[config.mk]
export PLATFORM = sky130hd
export DESIGN_NAME = bit_skip_exec
export DESIGN_NICKNAME = d
export VERILOG_FILES = /design/src/inc/bit_skip_pkg.sv /design/src/hw/bit_addr_gen.sv /design/src/hw/bit_skip_exec.sv
export SDC_FILE = /design/constraint.sdc
export NUM_CORES = 1
export LEC_CHECK = 0
export BUFFER_PORTS_ARGS = -buffer_cell sky130_fd_sc_hd__buf_2
export CORE_ASPECT_RATIO = 0.9
export CORE_MARGIN = 10
export CORE_UTILIZATION = 53
export DETAILED_ROUTE_END_ITERATION = 8
export PLACE_DENSITY = 0.83
export SYNTH_ARGS = -nofsm -noshare
export SYNTH_HDL_FRONTEND = slang
export SYNTH_SLANG_ARGS = --single-unit
[constraint.sdc]
create_clock -name clock_i -period 5.02 [get_ports clock_i]
set_input_delay 0.251 -clock clock_i [delete_from_list [all_inputs] [get_ports clock_i]]
set_output_delay 0.251 -clock clock_i [all_outputs]
set_load 0.01 [all_outputs]
[src/inc/bit_skip_pkg.sv]
package bit_skip_pkg;
	// opcode first bytes
	localparam logic [7:0] OP_SKIP_CARRY = 8'hD7;
	localparam logic [7:0] OP_SET_MEM = 8'hF9;
	localparam logic [7:0] OP_CLR_MEM = 8'hF8;
	localparam logic [7:0] OP_SETZ_MEM = 8'hFD;
	localparam logic [7:0] OP_XOR_MEM = 8'hF7;
	// direct form: 11 b1 b0 00 1x, low nibble selects the test sense
	localparam logic [1:0] DIR_TOP = 2'b11;
	localparam logic [3:0] DIR_SET_LO = 4'h3;
	localparam logic [3:0] DIR_CLR_LO = 4'h2;
	// second byte top bits
	localparam logic [1:0] SB_HPAGE = 2'b00;
	localparam logic [1:0] SB_INDEX = 2'b01;
	localparam logic [1:0] SB_WIN_LO = 2'b10;
	localparam logic [1:0] SB_WIN_HI = 2'b11;
	// memory-mapped bit windows, upper byte of the 12-bit address
	localparam logic [7:0] WIN_LO_PAGE = 8'hFB;
	localparam logic [7:0] WIN_HI_PAGE = 8'hFF;
	localparam logic [3:0] IDX_PAGE = 4'hF;
	localparam logic [3:0] BANK0 = 4'h0;
	// cycle costs before any skip
	localparam logic [1:0] CYC_SHORT = 2'd1;
	localparam logic [1:0] CYC_LONG = 2'd2;
	typedef enum logic [1:0] {OPK_SET, OPK_CLR, OPK_SETZ, OPK_XOR} op_kind_t;
	typedef enum logic [1:0] {ST_FETCH, ST_OPERAND, ST_READ, ST_DONE} exec_state_t;
endpackage : bit_skip_pkg

[src/hw/bit_addr_gen.sv]
module bit_addr_gen
	import bit_skip_pkg::*;
(
	// operand
	input wire logic [7:0] op2_i,
	input wire logic [3:0] h_reg_i,
	input wire logic [3:0] l_reg_i,
	input wire logic [3:0] bank_i,
	// result
	output logic [11:0] addr_o,
	output logic [1:0] bit_o
);
	wire [1:0] form = op2_i[7:6];
	// h-paged form always lands in bank 0, the bank flag is ignored
	wire [11:0] hpage_addr = {BANK0, h_reg_i, op2_i[3:0]};
	// indexed bytes sit in the top quarter of the page, hence the fixed 11 above the nibble
	wire [11:0] index_addr = {IDX_PAGE, 2'h3, op2_i[3:0], l_reg_i[3:2]};
	wire [11:0] win_addr = {(form == SB_WIN_HI) ? WIN_HI_PAGE : WIN_LO_PAGE, op2_i[3:0]};
	wire [11:0] direct_addr = {bank_i, op2_i};

	assign addr_o = (form == SB_HPAGE) ? hpage_addr :
		(form == SB_INDEX) ? index_addr : win_addr;
	assign bit_o = (form == SB_INDEX) ? l_reg_i[1:0] : op2_i[5:4];
	wire unused_direct = ^direct_addr;
endmodule : bit_addr_gen

[src/hw/bit_skip_exec.sv]
module bit_skip_exec
	import bit_skip_pkg::*;
(
	// clock and reset
	input wire logic clock_i,
	input wire logic rst_i,
	// instruction stream
	input wire logic byte_valid_i,
	input wire logic [7:0] byte_i,
	// cpu registers
	input wire logic [3:0] h_reg_i,
	input wire logic [3:0] l_reg_i,
	input wire logic ext_bank_enable_flag_i,
	input wire logic [3:0] bank_sel_i,
	input wire logic carry_i,
	// data memory nibble port
	input wire logic [3:0] mem_rdata_i,
	output logic [11:0] mem_addr_o,
	output logic mem_rd_o,
	output logic mem_wr_o,
	output logic [3:0] mem_wdata_o,
	// results
	output logic carry_we_o,
	output logic carry_o,
	output logic skip_o,
	output logic done_o,
	output logic [1:0] cycles_o,
	output logic busy_o
);
	exec_state_t state_r, state_nxt;
	op_kind_t kind_r;
	logic direct_r;
	logic [7:0] op2_r;
	logic [11:0] mem_addr_r;
	logic [1:0] bit_r;
	logic mem_rd_r, mem_wr_r;
	logic [3:0] mem_wdata_r;
	logic carry_we_r, carry_r, skip_r, done_r;
	logic [1:0] cycles_r;
	logic busy_r;

	wire [11:0] gen_addr;
	wire [1:0] gen_bit;
	bit_addr_gen u_addr (
		.op2_i(byte_i),
		.h_reg_i(h_reg_i),
		.l_reg_i(l_reg_i),
		.bank_i(bank_sel_i),
		.addr_o(gen_addr),
		.bit_o(gen_bit)
	);

	// first-byte decode
	wire is_carry_test = byte_i == OP_SKIP_CARRY;
	// the direct form may name any of the four bits, so b1 b0 are not decoded
	wire is_dir = byte_i[7:6] == DIR_TOP && byte_i[3:1] == 3'b001;
	wire is_pref = byte_i == OP_SET_MEM || byte_i == OP_CLR_MEM
		|| byte_i == OP_SETZ_MEM || byte_i == OP_XOR_MEM;
	wire op_kind_t dec_kind = (byte_i == OP_CLR_MEM) ? OPK_CLR :
		(byte_i == OP_SETZ_MEM) ? OPK_SETZ :
		(byte_i == OP_XOR_MEM) ? OPK_XOR :
		(is_dir && byte_i[3:0] == DIR_CLR_LO) ? OPK_CLR : OPK_SET;
	// direct form keeps b1 b0 in the first byte; page is bank_sel_i when ext_bank_enable_flag_i is set, else bank 0
	wire dir_bank_zero = !ext_bank_enable_flag_i;
	wire [11:0] dir_addr = {dir_bank_zero ? BANK0 : bank_sel_i, byte_i};
	// the indexed operand has 00 above its nibble; a refused operand drops the instruction
	wire form_ok = direct_r || byte_i[7:6] != SB_INDEX || byte_i[5:4] == 2'h0;
	// an operand byte that is taken starts the read
	wire take_operand = state_r == ST_OPERAND && byte_valid_i && form_ok;

	// tested bit
	wire tested = mem_rdata_i[bit_r];
	wire do_skip = (kind_r == OPK_CLR) ? !tested : tested;
	wire [3:0] clr_mask = ~(4'h1 << bit_r);

	always_comb begin
		state_nxt = state_r;
		case (state_r)
			ST_FETCH:
				if (byte_valid_i && (is_pref || is_dir))
					state_nxt = ST_OPERAND;
			ST_OPERAND:
				if (byte_valid_i)
					state_nxt = form_ok ? ST_READ : ST_FETCH;
			ST_READ:
				state_nxt = ST_FETCH;
			ST_DONE:
				state_nxt = ST_FETCH;
			default:
				state_nxt = ST_FETCH;
		endcase
	end

	always_ff @(posedge clock_i) begin
		if (rst_i) begin
			state_r <= ST_FETCH;
			kind_r <= OPK_SET;
			direct_r <= 1'b0;
			op2_r <= 8'h00;
		end else begin
			state_r <= state_nxt;
			if (state_r == ST_FETCH && byte_valid_i) begin
				kind_r <= dec_kind;
				direct_r <= is_dir;
				op2_r <= byte_i;
			end
		end
	end

	// address capture: direct form takes the second byte as the low byte and the page from dir_addr
	always_ff @(posedge clock_i) begin
		if (rst_i) begin
			mem_addr_r <= 12'h000;
			bit_r <= 2'b00;
		end else if (take_operand) begin
			mem_addr_r <= direct_r ? {dir_addr[11:8], byte_i} : gen_addr;
			bit_r <= direct_r ? op2_r[5:4] : gen_bit;
		end
	end

	// memory strobes: read in the cycle after the operand byte, zero-write on the skip-then-zero test
	always_ff @(posedge clock_i) begin
		if (rst_i) begin
			mem_rd_r <= 1'b0;
			mem_wr_r <= 1'b0;
			mem_wdata_r <= 4'h0;
		end else begin
			mem_rd_r <= take_operand;
			mem_wr_r <= state_r == ST_READ && kind_r == OPK_SETZ;
			mem_wdata_r <= mem_rdata_i & clr_mask;
		end
	end

	// completion; only the zero test ever writes the tested bit
	always_ff @(posedge clock_i) begin
		if (rst_i) begin
			carry_we_r <= 1'b0;
			carry_r <= 1'b0;
			skip_r <= 1'b0;
			done_r <= 1'b0;
			cycles_r <= 2'd0;
		end else begin
			carry_we_r <= 1'b0;
			skip_r <= 1'b0;
			done_r <= 1'b0;
			if (state_r == ST_FETCH && byte_valid_i && is_carry_test) begin
				skip_r <= carry_i;
				done_r <= 1'b1;
				cycles_r <= CYC_SHORT;
			end else if (state_r == ST_READ) begin
				done_r <= 1'b1;
				cycles_r <= CYC_LONG;
				if (kind_r == OPK_XOR) begin
					carry_we_r <= 1'b1;
					carry_r <= carry_i ^ tested;
				end else begin
					skip_r <= do_skip;
				end
			end
		end
	end

	// busy is registered from the next state so the output never glitches
	always_ff @(posedge clock_i) begin
		if (rst_i) begin
			busy_r <= 1'b0;
		end else begin
			busy_r <= state_nxt != ST_FETCH;
		end
	end

	assign mem_addr_o = mem_addr_r;
	assign mem_rd_o = mem_rd_r;
	assign mem_wr_o = mem_wr_r;
	assign mem_wdata_o = mem_wdata_r;
	assign carry_we_o = carry_we_r;
	assign carry_o = carry_r;
	assign skip_o = skip_r;
	assign done_o = done_r;
	assign cycles_o = cycles_r;
	assign busy_o = busy_r;
endmodule : bit_skip_exec

==> qor.yml <==
synth-compound-area-share_pct: 19.6
grt_use_total_pct: 12.8
stdcell_count: 266
reg2reg_depth: 4
multi_input_area_sq_um: 847
cts.sinks: 34
slew_violations: 0
via_per_inst: 5.48
power.share.switching_pct: 26.0
syn-num-nets: 205
cap_violations: 0
timing.final.crit_period_ns: 2.32
ir_drop_mv: 0.264
core_area_sq_um: 2840
path_class: "reg -> reg"
synthSimpleGateAreaFrac_pct: 23.6
leakage_nw: 0.816
area_delta_synth_final_pct: 18.2
synth_top_family_by_area: "simple AND/OR/NAND/NOR gates"
critPathArrivalTime_ns: 2.58
cts_tree: "yes"
p_int_uw: 363
synthArstFlopShare_pct: 0
first_iter_violations: 154
min_path_cells: 3
slowest_stage: "o2111a_1"
clk_pin_slew_ns: 0.11
drt_wl_total_microns: 3880
chipWidth_microns: 78.4
busiest_layer: "met2"
hold_class: "in -> reg"
r2r-start: "direct_r"
synth.area.mux_share_pct: 8.31
crit_required_ns: 5.28
power_density_nw_per_um2: 255
ff2ff_setup_slack_ns: 2.70
met3_usage_pct: 5.54
rsz0062_at_grt: "no"
fill_cells: 242
clock_power_share_pct: 32.8
maxSlewHeadroom_pct: 35.6
regArea_sq_um: 681
post_cts_buffers: 0
ys.flop_type: "dfxtp_1"
worst-path-buf-inv: 0
grt_pass1_vias: 1340
routedWlPerCell_microns: 14.6
grt_overflow: 0
use_met2_pct: 21.0
ys_types: 40
start_kind: "flop"
die_area_sq_um: 5680
power.switching_uw: 127
critPathMaxStageDelay_ns: 0.89
clk_path_buf_depth: 2
clk_latency_ns: 0.33
avgSynthCellArea_sq_um: 9.23
place_inst: 258
drive_gt1_share_pct: 33.6
drcViolationCount: 0
status: "complete, no violations"
ys_seq_elements: 34
finalClockSkew_ns: 0.00951
p_total_uw: 490
postLayoutCoreUtil_pct: 67.7
postSynthCellCount: 176
finalCritPeriodShare_pct: 46.2
hold_end: "mem_wdata_o[3]"
final.setup.tns_ns: 0
synth_area_sq_um: 1630
hold_viol_final: 0
finish.net_count: 254
crit_family: "compound AO/OA/AOI/OAI gates"
drt_pass1_iterations: 4
synthAdderAreaFrac_pct: 0
numCtsBuffers: 5
cts_hold_buffers: 0
cts-resized-gates: 0
port_buffers: 53
grt_start_max_net_pins: 38
die_h_microns: 72.5
synth.yosys.seq_area_share_pct: 41.9
crit_fanout: 24
min_from: "mem_rdata_i[3]"
yosysWarnings: 0
antenna_left: 0
hpwl_microns: 3000
worstMarginPinSlew_ns: 0.966
pwr-share-comb_pct: 11.0
setup_violations: 0
antenna_found_initial: 0
r2r-end: "mem_addr_o[10]"
fmaxAchievable_mhz: 431
met1_usage_pct: 15.0
path_cells: "or3b_1 > o2111a_1 > o21ai_0 > a21oi_1"
synth_edf_count: 0
n_antenna_cell: 0
gp_congestion: 0.886
cp-end-kind: "flop"
io_pins: 54
h-tree-depth: 2
initial_core_util_pct: 57.3
std_cell_rows: 18
cts-root-buf: "clkbuf_4"
vias: 1458
grt_pass1_wl_microns: 6060
synth_xor_area_share_pct: 0.539
seq_power_share_pct: 56.2
## cell usage after synthesis (all sizes together), types with 2 or more instances
cell type	number	area [sq um]
a211oi	10	120
a21oi	11	55.1
a31oi	3	18.8
buf	6	63.8
clkbuf	5	18.8
dfxtp	34	681
inv	4	15.0
mux2	2	22.5
mux2i	9	90.1
nand2	11	41.3
nand2b	6	37.5
nor2	27	101
nor2b	6	37.5
nor3	7	35.0
nor3b	5	37.5
nor4	2	27.5
o211ai	2	15.0
o21ai	7	35.0
o41ai	2	17.5
or3b	3	26.3
## sequential cells by signal, indices dropped and copies added, names as in the netlist
name,flops
mem_addr_o,12
mem_wdata_o,4
bit_r,2
cycles_o,2
kind_r,2
op2_r,2
state_r,2
busy_o,1
carry_o,1
carry_we_o,1
direct_r,1
done_o,1
mem_rd_o,1
mem_wr_o,1
skip_o,1
## worst register-to-register path, delay by kind of cell, from the launching register on
kind	cells	cell delay (ns)
AOI/OAI and AO/OA	3	1.28
DFF	1	0.61
and+or+nand+nor	1	0.35
## through the flow
step           hold WS [ns]  setup slack, ns  instance area, sq um
3_5_place_dp          0.450             2.75                  1860
3_3_place_gp          0.445             2.80                  1860
4_1_cts               0.145             2.72                  1920
6_report              0.155             2.70                  1920
5_1_grt               0.155             2.51                  1920
2_1_floorplan         0.356             3.37                  1630
## kinds of logic after synthesis
| group | Yosys count |
|---|---|
| and+or+nand+nor | 73 |
| xor gates and xnor gates | 1 |
| buffers and inverters | 15 |
| DFF | 34 |
| muxes | 12 |
| AOI/OAI and AO/OA | 41 |
## layout by cell type, fill, tap and decap left out, types with 5 or more instances in the layout
cell type / netlist / routed
a21oi_1: 11 / 11
nand2b_1: 6 / 6
clkbuf_4: 0 / 5
o21ai_0: 6 / 6
mux2i_1: 9 / 9
nor3b_1: 5 / 5
nor3_1: 7 / 7
a211oi_2: 9 / 9
nand2_1: 11 / 11
nor2_1: 27 / 27
nor2b_1: 6 / 6
buf_2: 0 / 53
dfxtp_1: 34 / 34
## layer usage
layer  routed length [microns]  part of all wire, %  up-vias
met5                         0                    0        -
met1                      1640                   42      674
met3                       333                  8.6        4
met2                      1880                   48       53
met4                        24                 0.62        0
li1                          -                    -      727
## layout make-up
class / instances / area share [%]
sequential: 34 / 35.4
clock inverter: 2 / 0.651
multi-input combinational: 127 / 44.1
inverter: 4 / 0.781
timing repair buffer: 53 / 13.8
tap: 40 / 2.60
clock buffer: 6 / 2.67
## how the worst max path moves through the flow
stage | startpoint | to | slack [ns] | cells past startpoint
floorplan | byte_i[6] | mem_addr_o[1] | 3.37 | 8
global placement | direct_r | mem_addr_o[5] | 2.80 | 4
detailed placement | direct_r | mem_addr_o[4] | 2.75 | 4
CTS | direct_r | mem_addr_o[5] | 2.72 | 4
global route | direct_r | mem_addr_o[10] | 2.51 | 4
finish | direct_r | mem_addr_o[10] | 2.70 | 4
## power by group through the flow
stage                     registers (mW)  clock network, mW  logic (mW)
after floorplan                    0.282                  0      0.0322
after global placement             0.282                  0      0.0529
after detailed placement           0.282                  0      0.0537
after CTS                          0.276              0.165      0.0538
after global routing               0.276              0.177      0.0595
final                              0.276              0.161      0.0538
Note: power is estimated with default switching activity, not from simulation.
